<file path="src/rtl/acw_regs.vh">
// constants for the serial control register write path
`ifndef ACW_REGS_VH
`define ACW_REGS_VH
`define ACW_CTRL_WIDTH      5
`define ACW_CTRL_RESET      5'h00
`define ACW_BIT_CH_MSB      4
`define ACW_BIT_CH_LSB      2
`define ACW_BIT_CONVERSION_START_BIT        1
`define ACW_BIT_STANDBY_BIT        0
`define ACW_LOAD_EDGES      4'h6
`define ACW_STANDBY_BIT_EDGES      4'h7
`define ACW_SETTLE_NS       2000
`define ACW_CLK_NS          10
`define ACW_SETTLE_CYC      ((`ACW_SETTLE_NS + `ACW_CLK_NS - 1) / `ACW_CLK_NS)
`endif
</file>
<file path="src/rtl/acw_ctrl_write.v">
// serial write path into the converter control register
`timescale 1ns/1ns
//////////////////////////////////////////////////////////////////////////////
// Overview of operation
// - five-bit control register: channel select, conversion start, standby.
// - frame ending before six clocks leaves the register unchanged.
// - a full frame that writes conversion start set, or a short frame while it is set, triggers a conversion except while powered down.
// - all control bits are zero after power-on reset.
// - standby takes effect on the seventh falling clock; zero wakes.
// - conversion start bit set masks the hardware convert pin.
// - write trigger or convert pin launches settle pulse; conversion starts when it ends.
//////////////////////////////////////////////////////////////////////////////
`include "acw_regs.vh"

module acw_ctrl_write #(
  parameter SETTLE_CYC = `ACW_SETTLE_CYC
) (
  // clock and reset
  input  wire       mclk,
  input  wire       rst_n,
  // serial link from host
  input  wire       transmit_frame_sync_n,
  input  wire       sclk,
  input  wire       sdata_in,
  // hardware trigger
  input  wire       hardware_convert_pin,
  // register view and converter control
  output reg  [2:0] channel_select,
  output reg        conversion_start_bit,
  output reg        standby_bit,
  output reg        power_down,
  output reg        settle_active,
  output reg        convert_start
);

  //////////////////////////////////////////////////////////////////////////
  // local constants
  localparam [3:0]  LOAD_IDX    = `ACW_LOAD_EDGES - 4'h1;
  localparam [3:0]  STANDBY_BIT_IDX    = `ACW_STANDBY_BIT_EDGES - 4'h1;
  localparam [3:0]  CNT_MAX     = 4'hF;
  localparam [15:0] SETTLE_LOAD = SETTLE_CYC[15:0];
  localparam [15:0] SETTLE_ONE  = 16'h0001;
  localparam        NUM_SYNC    = 4;
  // settle sequencer states
  localparam [1:0]  SET_IDLE    = 2'b00;
  localparam [1:0]  SET_WAIT    = 2'b01;
  localparam [1:0]  SET_FIRE    = 2'b10;

  //////////////////////////////////////////////////////////////////////////
  // synchronisers: first stage feeds only the second
  wire [3:0] pin_raw = {hardware_convert_pin, sdata_in, sclk,
                        transmit_frame_sync_n};
  wire [3:0] pin_sync;

  genvar gi;
  generate
    for (gi = 0; gi < NUM_SYNC; gi = gi + 1) begin : g_sync
      reg s1_q;
      reg s2_q;
      // pins idle high, so a released reset does not fake an edge
      always @(posedge mclk or negedge rst_n) begin
        if (!rst_n) begin
          s1_q <= 1'b1;
          s2_q <= 1'b1;
        end else begin
          s1_q <= pin_raw[gi];
          s2_q <= s1_q;
        end
      end
      assign pin_sync[gi] = s2_q;
    end
  endgenerate

  wire fs_low = ~pin_sync[0];
  wire sclk_s = pin_sync[1];
  wire sdi    = pin_sync[2];
  wire cnv_s  = pin_sync[3];

  //////////////////////////////////////////////////////////////////////////
  // edge detection on the synchronised pins
  reg sclk_d1_q;
  reg cnv_d1_q;
  reg fs_low_d1_q;

  always @(posedge mclk or negedge rst_n) begin
    if (!rst_n) begin
      sclk_d1_q   <= 1'b1;
      cnv_d1_q    <= 1'b1;
      fs_low_d1_q <= 1'b0;
    end else begin
      sclk_d1_q   <= sclk_s;
      cnv_d1_q    <= cnv_s;
      fs_low_d1_q <= fs_low;
    end
  end

  wire sclk_fall = sclk_d1_q & ~sclk_s;
  wire hw_fall   = cnv_d1_q & ~cnv_s;
  wire frame_end = fs_low_d1_q & ~fs_low;

  //////////////////////////////////////////////////////////////////////////
  // falling edge counter within a frame
  reg  [3:0] cnt_q;
  wire       edge_in  = fs_low & sclk_fall;
  wire       shift_en = edge_in & (cnt_q < LOAD_IDX);
  wire       at_load  = edge_in & (cnt_q == LOAD_IDX);
  wire       at_standby_bit  = edge_in & (cnt_q == STANDBY_BIT_IDX);

  always @(posedge mclk or negedge rst_n) begin
    if (!rst_n) begin
      cnt_q <= 4'h0;
    end else if (!fs_low) begin
      cnt_q <= 4'h0;
    end else if (edge_in && cnt_q != CNT_MAX) begin
      // saturate so a long frame never wraps into a second load
      cnt_q <= cnt_q + 4'h1;
    end
  end

  //////////////////////////////////////////////////////////////////////////
  // serial shift, msb first
  reg [4:0] shift_q;

  always @(posedge mclk or negedge rst_n) begin
    if (!rst_n) begin
      shift_q <= 5'h00;
    end else if (shift_en) begin
      shift_q <= {shift_q[3:0], sdi};
    end
  end

  //////////////////////////////////////////////////////////////////////////
  // control register: all five bits commit together at the sixth edge,
  // so a frame cut short leaves every bit as it was
  reg [4:0] ctrl_q;
  reg       loaded_q;

  always @(posedge mclk or negedge rst_n) begin
    if (!rst_n) begin
      ctrl_q <= `ACW_CTRL_RESET;
    end else if (at_load) begin
      ctrl_q <= shift_q;
    end
  end

  always @(posedge mclk or negedge rst_n) begin
    if (!rst_n) begin
      loaded_q <= 1'b0;
    end else if (!fs_low) begin
      loaded_q <= 1'b0;
    end else if (at_load) begin
      loaded_q <= 1'b1;
    end
  end

  //////////////////////////////////////////////////////////////////////////
  // conversion trigger from a write frame
  reg  trig_q;
  wire trig_full  = at_load & shift_q[`ACW_BIT_CONVERSION_START_BIT];
  // a frame cut short still converts when conversion start is set
  wire trig_short = frame_end & ~loaded_q & ctrl_q[`ACW_BIT_CONVERSION_START_BIT];

  always @(posedge mclk or negedge rst_n) begin
    if (!rst_n) begin
      trig_q <= 1'b0;
    end else begin
      trig_q <= trig_full | trig_short;
    end
  end

  //////////////////////////////////////////////////////////////////////////
  // standby: zero wakes at the commit, one sleeps only at the seventh edge
  always @(posedge mclk or negedge rst_n) begin
    if (!rst_n) begin
      power_down <= 1'b0;
    end else if (at_load && !shift_q[`ACW_BIT_STANDBY_BIT]) begin
      power_down <= 1'b0;
    end else if (at_standby_bit) begin
      power_down <= ctrl_q[`ACW_BIT_STANDBY_BIT];
    end
  end

  //////////////////////////////////////////////////////////////////////////
  // settle sequencer: the settle pulse runs first, then conversion starts
  reg  [1:0]  set_state_q;
  reg  [1:0]  set_state_d;
  reg  [15:0] settle_cnt_q;
  reg  [15:0] settle_cnt_d;
  // the pin is masked while conversion start is set; nothing starts asleep
  wire        pin_req   = hw_fall & ~ctrl_q[`ACW_BIT_CONVERSION_START_BIT];
  wire        start_req = (trig_q | pin_req) & ~power_down;

  always @* begin
    set_state_d  = set_state_q;
    settle_cnt_d = settle_cnt_q;
    case (set_state_q)
      SET_IDLE: begin
        set_state_d = SET_IDLE;
      end
      SET_WAIT: begin
        if (settle_cnt_q <= SETTLE_ONE) begin
          set_state_d = SET_FIRE;
        end else begin
          settle_cnt_d = settle_cnt_q - SETTLE_ONE;
        end
      end
      SET_FIRE: begin
        set_state_d = SET_IDLE;
      end
      default: begin
        set_state_d = SET_IDLE;
      end
    endcase
    // a new request restarts the settle time from the top
    if (start_req) begin
      set_state_d  = SET_WAIT;
      settle_cnt_d = SETTLE_LOAD;
    end
  end

  always @(posedge mclk or negedge rst_n) begin
    if (!rst_n) begin
      set_state_q   <= SET_IDLE;
      settle_cnt_q  <= 16'h0000;
      settle_active <= 1'b0;
      convert_start <= 1'b0;
    end else begin
      set_state_q   <= set_state_d;
      settle_cnt_q  <= settle_cnt_d;
      settle_active <= (set_state_d == SET_WAIT);
      convert_start <= (set_state_d == SET_FIRE);
    end
  end

  //////////////////////////////////////////////////////////////////////////
  // register view
  always @* begin
    channel_select       = ctrl_q[`ACW_BIT_CH_MSB:`ACW_BIT_CH_LSB];
    conversion_start_bit = ctrl_q[`ACW_BIT_CONVERSION_START_BIT];
    standby_bit          = ctrl_q[`ACW_BIT_STANDBY_BIT];
  end

endmodule

</file>
<file path="config.mk">
export PLATFORM = sky130hd
export DESIGN_NAME = acw_ctrl_write
export DESIGN_NICKNAME = d
export VERILOG_FILES = /design/src/rtl/acw_ctrl_write.v
export VERILOG_INCLUDE_DIRS = /design/src /design/src/rtl
export SDC_FILE = /design/constraint.sdc
export NUM_CORES = 1
export LEC_CHECK = 0
export ABC_AREA = 1
export BUFFER_PORTS_ARGS = -buffer_cell sky130_fd_sc_hd__buf_2
export CORE_UTILIZATION = 54
export DETAILED_ROUTE_END_ITERATION = 10
export GPL_TIMING_DRIVEN = 0
export PLACE_DENSITY = 0.74
export SLEW_MARGIN = 0
export SYNTH_ARGS = -nofsm -noshare
export SYNTH_HDL_FRONTEND = slang
export SYNTH_SLANG_ARGS = --single-unit
</file>
<file path="constraint.sdc">
create_clock -name mclk -period 3.75 [get_ports mclk]
set_input_delay 0.75 -clock mclk [delete_from_list [all_inputs] [get_ports mclk]]
set_output_delay 0.75 -clock mclk [all_outputs]
set_load 0.1 [all_outputs]
</file>
# Word-level counts from Yosys, hierarchy flattened

Cells that the tools add are included.

$add $sub $neg: 2
$lt $le $gt $ge: 2
Equality and inequality tests: 7
Mux-type cells: 12
Bitwise logic cells: 20
Reduce and logical (&&, ||, !) cells: 8

Operators by type and width:

| cell                    | number |
|---|---|
| $mux W16                | 3 |
| $le A16 B1 Y1 const B   | 1 |
| $sub A16 B1 Y16 const B | 1 |
| $and A1 B1 Y1           | 12 |
| $eq A4 B3 Y1 const B    | 2 |
| $mux W4                 | 2 |
| $reduce_bool A2 Y1      | 4 |
| $mux W2                 | 3 |
| $not A1 Y1              | 6 |
| $add A4 B1 Y4 const B   | 1 |
| $eq A2 B1 Y1 const B    | 2 |
| $lt A4 B3 Y1 const B    | 1 |
| $mux W1                 | 4 |
| $ne A4 B4 Y1 const B    | 1 |
| $eq A2 B2 Y1 const B    | 1 |
| $logic_and A1 B1 Y1     | 2 |
| $ne A2 B2 Y1 const B    | 1 |
| $or A1 B1 Y1            | 2 |
| $reduce_and A2 Y1       | 1 |
| $logic_not A1 Y1        | 1 |

Register bits: 48
Input bits: 6
Output and inout bits: 8
Word-level logic and storage cells: 72

# Longest topological paths before layout

Gate-level depths: netlist (run 1).

Word-level depth: 7
Mapped depth: 11

# Worst setup path after synthesis (run 1)

No wires, ideal clock.

Kind: register to register
From: reg ctrl_q[1]
To: reg settle_cnt_q[8]
Setup time: 0.117 ns
Data arrival time: 1.804 ns
Data required time: 3.633 ns
Path slack: 1.829 ns
Stages on the path, launching flop included: 11
Buffers on the path: 1
Period minus slack after synthesis: 1.921 ns
Cells stage by stage: dfrtp_1 > inv_2 > nand3_1 > nand2_1 > nand2_2 > nand2_1 > nor2_2 > nor2_4 > buf_6 > nand2_1 > nand2_1

Longest elaborated chain between the ends: 6

Ends and longest elaborated chain:

| item                                                                | RTL line             | text |
|---|---|---|
| start: declaration                                                  | acw_ctrl_write.v:135 | `reg [4:0] ctrl_q;` |
| start signal: assignment                                            | acw_ctrl_write.v:140 | `` ctrl_q <= `ACW_CTRL_RESET; `` |
| start signal: assignment                                            | acw_ctrl_write.v:142 | `ctrl_q <= shift_q;` |
| $not A1 Y1 (*)                                                      | acw_ctrl_write.v:190 | `` wire pin_req = hw_fall & ~ctrl_q[`ACW_BIT_CONVERSION_START_BIT]; `` |
| $and A1 B1 Y1 (*)                                                   | acw_ctrl_write.v:190 |  |
| $or A1 B1 Y1 (*)                                                    | acw_ctrl_write.v:191 | `wire start_req = (trig_q \| pin_req) & ~power_down;` |
| $and A1 B1 Y1 (*)                                                   | acw_ctrl_write.v:191 |  |
| $ne A2 B2 Y1 (no source line) or $reduce_bool A2 Y1 (tied branches) | --                   |  |
| $reduce_and A2 Y1 (no source line)                                  | --                   |  |
| end signal: assignment                                              | acw_ctrl_write.v:229 | `settle_cnt_q <= settle_cnt_d;` |
| end: declaration                                                    | acw_ctrl_write.v:187 | `reg [15:0] settle_cnt_q;` |

Every way passes the cells marked *; elsewhere a longest branch is shown, timed or not.
A chain may end at the register's enable or synchronous reset.

# Worst setup path in the final report (run 1)

From: reg power_down
To: out power_down

RTL lines:

| item                     | RTL line             | text |
|---|---|---|
| start: declaration       | acw_ctrl_write.v:31  | `output reg power_down,` |
| start signal: assignment | acw_ctrl_write.v:179 | `` power_down <= ctrl_q[`ACW_BIT_STANDBY_BIT]; `` |

No word-level cell between the ends.

==> flow_summary.yaml, run 1 <==
outcome:
  status: "complete, no violations"
power:
  vdd_ir_drop_max_mv: 0.242
  power_density_nw_per_um2: 533
  power.leakage_nw: 1.41
  p_switching_mw: 0.478
  seqPwrFrac_pct: 46.3
  p_comb_share_pct: 25.3
  internal_power_mw: 0.923
  p_clk_share_pct: 28.4
  p_sw_share_pct: 34.1
global_route:
  grt_max_degree: 49
  grt_overflow: 0
  antenna_found_initial: 0
  grt_use_total_pct: 21.7
  grt_pass1_vias: 1671
  grt_first_pass_wirelength_mm: 7.43
detailed_routing:
  wl_mm: 4.26
  drt_pre_antenna_iters: 4
  met1Wirelength_mm: 2.20
  vias: 1833
  wl_met2_mm: 1.82
  met3_length_microns: 179
  antenna_left: 0
  drc_errors: 0
  routed_via_density: 4.91
  top_layer_used: "met4"
  drt_iter0_markers: 121
  wl_per_cell_microns: 11.4
timing:
  skew_ns: 0.00504
  final_hold_viol_count: 0
  slew_headroom_pct: 30.4
  slew_violations: 0
  layout_setup_ws_ns: 1.87
  fmax_mhz: 531
  fin_crit_ns: 1.88
  final.setup.tns_ns: 0
  final-setup-viol-count: 0
  rsz0062_at_grt: "false"
  timing.final.crit_share_pct: 50.2
  tightest_slew_ns: 1.04
cts:
  clock-sinks: 48
  ctsRootBufferMaster: "clkbuf_8"
  clk_path_buf_depth: 2
  cts_inserted_buffers: 5
  postCtsResizedCells: 0
  postCtsSetupBuffers: 0
  h-tree-depth: 2
  hold_buffers: 0
  cts.reportedPaths.clkPinSlew_ns: 0.09
  cts_tree: "yes"
  worst_skew_pair.late_latency_ns: 0.30
min_path:
  worstHoldEndpoint: "cnv_s"
  min_path_cells: 0
  hold_class: "flop to flop"
  min_from: "g_sync[3].s1_q"
place:
  dp_slack_ns: 2.03
  hpwl_mm: 2.97
  numPortBuffers: 13
  gp_congestion: 0.839
synthesis:
  synth.mux.area_fraction_pct: 0
  synthCells: 302
  synthXorXnorAreaFrac_pct: 0.736
  synth_top_family_by_area: "simple AND/OR/NAND/NOR gates"
  synthSimpleGateAreaFrac_pct: 32.1
  synth_area_per_cell_sq_um: 7.88
  synthDistinctLibCells: 26
  ys.flop_type: "dfrtp_1"
  seq_area_frac_synth_pct: 51.0
  async_reset_ff_share_pct: 100
  ys_warn_count: 0
  synth_fa_ha_area_share_pct: 3.15
  synth-seq-cells: 48
  netlist_area_sq_um: 2380
  synth_edf_count: 0
  syn_nets: 314
  synth-compound-area-share_pct: 5.78
floorplan:
  chipWidth_microns: 68.4
  start_util_pct: 57.8
  io_pins: 14
  core.rowCount: 23
  coreArea_sq_um: 4120
  die_area_sq_um: 4680
  die_y_microns: 68.4
worst_setup_path:
  path_delay_family: "buffers and inverters"
  reg2reg_slack_ns: 2.00
  critical-path-slowest-cell: "buf_2"
  r2r_cells: 11
  slowest_delay_ns: 0.44
  r2r_end: "settle_cnt_q[9]"
  cp.arrival_ns: 1.13
  crit_path_max_fanout: 3
  crit_path_end_kind: "primary output"
  r2r-start: "settle_cnt_q[0]"
  crit_chain: "buf_2"
  path_class: "flop to primary output"
  crit_required_ns: 3.00
  crit_path_start_kind: "flop"
  cp_num_buf_inv: 1
cells_and_area:
  n_antenna_cell: 0
  nets: 334
  areaGrowthSynthToFinish_pct: 10.5
  final_layout_size_suffix_gt1_share_pct: 15.5
run:
  maxCapViolCount: 0
-- through the flow --
| step | total power [mW] | hold WS (ns) | instance area (sq um) | util (%) | std cells |
|---|---|---|---|---|---|
| global placement | 0.998 | 0.346 | 2510 | 60.9 | 365 |
| detailed placement | 1.01 | 0.348 | 2510 | 60.9 | 365 |
| global route | 1.50 | 0.360 | 2630 | 63.9 | 373 |
| CTS | 1.41 | 0.360 | 2630 | 63.9 | 373 |
| finish | 1.40 | 0.356 | 2630 | 63.9 | 373 |
| floorplan | 0.926 | 0.345 | 2380 | - | 302 |
-- power groups by stage --
stage	Clock, mW	Sequential (mW)	Combinational [mW]
6_report	0.398	0.649	0.355
5_1_grt	0.425	0.661	0.411
4_1_cts	0.406	0.648	0.356
3_5_place_dp	0	0.658	0.351
3_3_place_gp	0	0.655	0.343
2_1_floorplan	0	0.663	0.263
-- kinds of logic (layout without fill, tap and decap cells) --
logic type,Yosys count,count (layout)
simple gates,182,182
flops,48,48
buf+inv,41,62
compound gates,23,23
fa+ha+maj,6,6
xor+xnor,2,2
-- cell usage after synthesis, types with 5 or more instances --
library cell  count  area share [%]
dfrtp_1          38              40
o21ai_0          16             3.4
dfstp_2          10              11
nor2_1           44             6.9
nor3_1            5             1.1
ha_1              6             3.2
nand3_1          17             3.6
nand2_2           5             1.3
inv_1            37             5.8
nand2_1         101              16
-- sequential cells by signal, indices dropped and copies added (netlist names) --
register,flops
settle_cnt_q,16
ctrl_q,5
shift_q,5
cnt_q,4
g_sync.s1_q,4
g_sync.s2_q,3
set_state_q,2
cnv_d1_q,1
cnv_s,1
convert_start,1
fs_low_d1_q,1
loaded_q,1
power_down,1
sclk_d1_q,1
settle_active,1
trig_q,1
-- layout make-up --
class | instances | area (sq um)
clock inverters | 2 | 38.8
plain buffers | 3 | 30.0
flip-flops and latches | 48 | 1210
well taps | 50 | 62.6
multi-input cells | 213 | 993
fillers | 358 | 1490
inverters | 38 | 143
repair buffers | 13 | 65.1
clock buffers | 6 | 82.6
-- how the worst max path moves through the flow --
stage / cells past startpoint / endpoint / from
after floorplan: 10 / settle_cnt_q[8] / ctrl_q[1]
after global placement: 11 / settle_cnt_q[9] / settle_cnt_q[0]
after detailed placement: 11 / settle_cnt_q[9] / settle_cnt_q[0]
after CTS: 1 / power_down / power_down
after global routing: 11 / settle_cnt_q[9] / settle_cnt_q[0]
final: 1 / power_down / power_down
-- metal layers --
metal | GRT usage, % | vias to the layer above
li1 | - | 962
met1 | 30.6 | 825
met2 | 32.6 | 39
met3 | 4.33 | 7
met4 | 8.33 | 0
met5 | 0 | -
-- cell usage in the layout, fill, tap and decap left out, types with 6 or more instances in the layout --
cell type  count
nand2_1      101
nor2_1        44
dfrtp_1       38
inv_1         37
nand3_1       17
o21ai_0       16
buf_2         13
dfstp_2       10
ha_1           6
clkbuf_8       6
No activity file was read; power rests on OpenSTA's default activity.
==> run 2, diff against run 1 <==
ABC_AREA = 0   (was 1)
clock period = 1.95 ns   (was 3.75 ns; I/O delays follow)
==> flow_summary.yaml, run 2 <==
cts:
  ctsRootBufferMaster: "clkbuf_8"
  clock-sinks: 48
  cts_inserted_buffers: 5
  clk_path_buf_depth: 2
  worst_skew_pair.late_latency_ns: 0.31
  cts.reportedPaths.clkPinSlew_ns: 0.09
  cts_tree: "yes"
  h-tree-depth: 2
timing:
  fmax_mhz: 529
  rsz0062_at_grt: "true"
  tightest_slew_ns: 1.03
  slew_headroom_pct: 31.4
  final.setup.tns_ns: 0
  slew_violations: 0
  final_hold_viol_count: 0
  final-setup-viol-count: 0
  skew_ns: 0.00973
  timing.final.crit_share_pct: 96.9
  fin_crit_ns: 1.89
floorplan:
  start_util_pct: 57.7
  die_area_sq_um: 4290
  coreArea_sq_um: 3770
  core.rowCount: 22
  io_pins: 14
  die_y_microns: 65.5
  chipWidth_microns: 65.5
place:
  gp_congestion: 0.826
  hpwl_mm: 2.94
  place_inst: 253
  dpl-instance-area_sq_um: 2300
  numPortBuffers: 13
cells_and_area:
  largest_register_ffs: 16
  fin_area_sq_um: 2490
  areaGrowthSynthToFinish_pct: 14.4
  largest_registers: "settle_cnt_q x16, ctrl_q x5, shift_q x5"
  final_cell_mix: "36 x dfrtp_1, 17 x nand2_1, 13 x buf_2"
  n_antenna_cell: 0
  layoutNonFillerInstCount: 264
  final_common_cell: "dfrtp_1"
  regMostFlops: "settle_cnt_q"
  nets: 227
  final_layout_size_suffix_gt1_share_pct: 28.2
synthesis:
  synth_top_family_by_area: "simple AND/OR/NAND/NOR gates"
  ys.flop_type: "dfrtp_1"
  synth_fa_ha_area_share_pct: 3.45
  ys_warn_count: 0
  yosys.area.top_type: "dfrtp_1"
  syn_nets: 204
  synthCells: 192
  seq_area_frac_synth_pct: 55.7
  synth_top_area_share_pct: 43.7
  netlist_area_sq_um: 2180
  async_reset_ff_share_pct: 100
  synth_most_common_cell: "dfrtp_1"
  synthDistinctLibCells: 45
  synth_area_leaders: "dfrtp_1 44%, dfstp_2 12%, mux2_2 4.1%"
  synthXorXnorAreaFrac_pct: 0
  synth_area_per_cell_sq_um: 11.3
  synthTopCellsByCount: "38 x dfrtp_1, 18 x nand2_1, 11 x inv_1"
  synth-compound-area-share_pct: 11.3
  synth.mux.area_fraction_pct: 7.87
  synth_edf_count: 0
  synth-seq-cells: 48
  synthSimpleGateAreaFrac_pct: 18.3
outcome:
  status: "complete, no violations"
min_path:
  hold_class: "primary input to flop"
  min_from: "hardware_convert_pin"
worst_setup_path:
  crit_required_ns: 2.18
  crit_path_end_kind: "flop"
  cp.arrival_ns: 2.12
  critical-path-slowest-cell: "dfrtp_2"
  path_class: "flop to flop"
  crit_path_start_kind: "flop"
  slowest_delay_ns: 0.42
  startpoint: "settle_cnt_q[0]"
  crit_chain: "inv_1, ha_2, o21bai_4, o41ai_4, buf_6, or4_1, a21oi_1"
  crit_path_max_fanout: 10
  r2r-start: "settle_cnt_q[0]"
detailed_routing:
  wl_mm: 4.26
  drt_iter0_markers: 112
  vias: 1568
  drc_errors: 0
  wl_per_cell_microns: 16.1
  drt_pre_antenna_iters: 4
  routed_via_density: 5.94
  antenna_left: 0
run:
  maxCapViolCount: 0
global_route:
  grt_overflow: 0
  grt_use_total_pct: 22.2
  grt_first_pass_wirelength_mm: 7.02
  grt_pass1_vias: 1515
  antenna_found_initial: 0
  grt_max_degree: 49
power:
  power.leakage_nw: 1.07
  vdd_ir_drop_max_mv: 0.636
  power_density_nw_per_um2: 1000
run 2: cell types whose count changed after synthesis, moves of 6 or more:
| cell | delta |
|---|---|
| nand3_1 | -11 |
| nor2_1 | -37 |
| o21ai_0 | -10 |
| mux2i_1 | +7 |
| or4_1 | +6 |
| nand2b_1 | +6 |
| mux2_2 | +8 |
| inv_1 | -26 |
| nand2_1 | -83 |
run 2: power breakdown:
group | switching (mW) | internal [mW]
Sequential | 0.143 | 1.12
Combinational | 0.324 | 0.293
Clock | 0.335 | 0.287
Total | 0.802 | 1.70
run 2: per-stage QoR:
step           utilization (%)  setup WS (ns)  total power [mW]  hold WS [ns]
2_1_floorplan                -         0.0715              1.59        0.0944
3_3_place_gp              61.1         0.0101              1.69         0.346
3_5_place_dp              61.1        -0.0562              1.73         0.348
4_1_cts                   63.9        0.00969              2.37         0.167
5_1_grt                   66.0        -0.0998              2.63         0.161
6_report                  66.0         0.0610              2.50         0.174
run 2: cells by family after synthesis:
logic type / Yosys count
AO/OA/AOI/OAI: 35
multiplexers: 16
buffers and inverters: 17
adder cells (fa/ha/maj): 6
AND/OR/NAND/NOR: 70
flip-flops: 48
run 2: critical path, delay by kind of cell, from the launching register on:
family,cells,cell delay [ns]
and+or+nand+nor,1,0.42
adders and majority gates,1,0.23
buffers and inverters,2,0.24
DFF,1,0.42
AOI/OAI and AO/OA,3,0.51
run 2: cell type report:
type	instances	area, sq um
plain buffers	6	37.5
clock buffers	6	82.6
clock inverters	2	15.0
fillers	298	1280
inverters	11	41.3
multi-input cells	127	950
flip-flops and latches	48	1220
well taps	48	60.1
repair buffers	16	87.6
run 2: final timing paths:
kind,endpoint,slack [ns],cells after the start
setup reg to reg,settle_cnt_q[9],0.06,7
min in group asynchronous,set_state_q[0],0.26,1
setup / recovery,settle_cnt_q[9],0.06,7
hold / removal,g_sync[3].s1_q,0.17,1
hold reg to reg,g_sync[1].s2_q,0.36,0
max in group asynchronous,ctrl_q[1],0.99,1
run 2: routing by layer:
layer	share of wire [%]	global-route usage [%]	vias to the layer above
met5	0	0	-
met4	2.3	8.97	0
met3	3.4	5.56	10
met2	53	38.8	33
met1	41	25.8	786
li1	-	-	739
run 2: timing repair:
action | CTS | global route
buffers inserted | 0 | 3
setup endpoints to repair | 6 | 15
hold buffers | 0 | 0
pin swaps | 1 | 4
resized for setup | 2 | 10
==> run 3, diff against run 2 <==
PLACE_DENSITY = 0.78   (was 0.74)
==> flow_summary.yaml, run 3 (synthesis gave the netlist of run 2 again) <==
cts:
  cts.reportedPaths.clkPinSlew_ns: 0.09
  clock-sinks: 48
  worst_skew_pair.late_latency_ns: 0.30
  hold_buffers: 0
  h-tree-depth: 2
  ctsRootBufferMaster: "clkbuf_8"
  clk_path_buf_depth: 2
  cts_tree: "yes"
  cts_inserted_buffers: 5
place:
  gp_congestion: 0.810
  hpwl_mm: 2.87
  numPortBuffers: 13
  dpl-instance-area_sq_um: 2300
global_route:
  antenna_found_initial: 0
  grt_use_total_pct: 22.0
  grt_pass1_vias: 1531
  grt_max_degree: 49
  grt_overflow: 0
  grt_first_pass_wirelength_mm: 7.08
floorplan:
  start_util_pct: 57.7
  coreArea_sq_um: 3770
  io_pins: 14
  chipWidth_microns: 65.5
  core.rowCount: 22
  die_area_sq_um: 4290
  die_y_microns: 65.5
min_path:
  hold_class: "primary input to flop"
  min_path_cells: 1
  worstHoldEndpoint: "g_sync[0].s1_q"
  min_from: "transmit_frame_sync_n"
detailed_routing:
  top_layer_used: "met4"
  drt_pre_antenna_iters: 4
  met1Wirelength_mm: 1.82
  antenna_left: 0
  wl_met2_mm: 2.22
  wl_per_cell_microns: 15.6
  vias: 1576
  met3_length_microns: 151
  routed_via_density: 5.79
  drc_errors: 0
  wl_mm: 4.25
  drt_iter0_markers: 124
cells_and_area:
  final_common_cell: "dfrtp_1"
  regMostFlops: "settle_cnt_q"
  final_layout_size_suffix_gt1_share_pct: 33.0
  fin_area_sq_um: 2560
  n_antenna_cell: 0
  final_cell_mix: "36 x dfrtp_1, 17 x nand2_1, 13 x buf_2"
  nets: 235
  seqCellArea_sq_um: 1220
  largest_register_ffs: 16
  fillerInstances: 272
  multi_input_area_sq_um: 963
  areaGrowthSynthToFinish_pct: 17.8
  largest_registers: "settle_cnt_q x16, ctrl_q x5, shift_q x5"
power:
  power.leakage_nw: 1.11
  vdd_ir_drop_max_mv: 0.718
  power_density_nw_per_um2: 1010
timing:
  final_hold_viol_count: 0
  tightest_slew_ns: 1.04
  fin_crit_ns: 1.91
  slew_violations: 0
  final-setup-viol-count: 0
  slew_headroom_pct: 30.4
  fmax_mhz: 524
  final.setup.tns_ns: 0
  skew_ns: 0.00416
  timing.final.crit_share_pct: 97.8
worst_setup_path:
  slowest_delay_ns: 0.61
  crit_required_ns: 2.12
  crit_top_cell: "or4_4"
  crit_cells: 5
  path_delay_family: "simple AND/OR/NAND/NOR gates"
  crit_path_start_kind: "flop"
  cp.arrival_ns: 2.08
  path_class: "flop to flop"
  cp_num_buf_inv: 1
  r2r_end: "settle_cnt_q[9]"
  crit_path_max_fanout: 5
  crit_path_end_kind: "flop"
  r2r-start: "settle_cnt_q[8]"
  critical-path-slowest-cell: "or4_4"
  crit_chain: "or4_4, o41ai_4, buf_4, or4_4, a21oi_2"
  reg2reg_slack_ns: 0.04
  r2r_cells: 5
outcome:
  status: "complete, no violations"
run:
  maxCapViolCount: 0
## run 3: timing repair
action / 4_1_cts / 5_1_grt
setup buffers: 0 / 10
gates cloned: 0 / 1
resized for setup: 2 / 15
pin swaps: 1 / 5
hold endpoints to repair: 0 / 0
endpoints found under the setup margin: 5 / 16
## run 3: how the worst max path moves through the flow
stage | start | end | slack, ns
after floorplan | power_down | settle_cnt_q[3] | 0.07
after global placement | settle_cnt_q[0] | settle_cnt_q[8] | 0.003
after detailed placement | settle_cnt_q[0] | settle_cnt_q[8] | -0.07
after CTS | settle_cnt_q[14] | settle_cnt_q[6] | -0.01
after global routing | settle_cnt_q[7] | settle_cnt_q[9] | -0.02
final | settle_cnt_q[8] | settle_cnt_q[9] | 0.04
## run 3: area by class of cell
type	count	share of cell area [%]
multi-input combinational	127	37.6
sequential	48	47.4
clock buffer	6	3.22
tap	48	2.34
inverter	11	1.61
buffer	6	1.46
clock inverter	2	0.586
timing repair buffer	24	5.76
## run 3: stage by stage
stage               utilization (%)  hold WS, ns  std cells  power [mW]  worst slack (ns)
floorplan                         -       0.0944        192        1.59            0.0715
global placement               61.1        0.346        253        1.69           0.00319
detailed placement             61.1        0.347        253        1.74           -0.0740
CTS                            63.9        0.168        261        2.37           -0.0149
global route                   68.0        0.161        272        2.74           -0.0219
finish                         68.0        0.180        272        2.60            0.0429
## run 3: per-layer routing
layer	vias to the layer above	track usage, %
li1	760	-
met5	-	0
met1	776	27.8
met2	34	36.2
met4	0	8.15
met3	6	5.73
## run 3: power breakdown
group / internal (mW) / switching, mW
Sequential: 1.12 / 0.132
Clock: 0.287 / 0.335
Combinational: 0.367 / 0.358
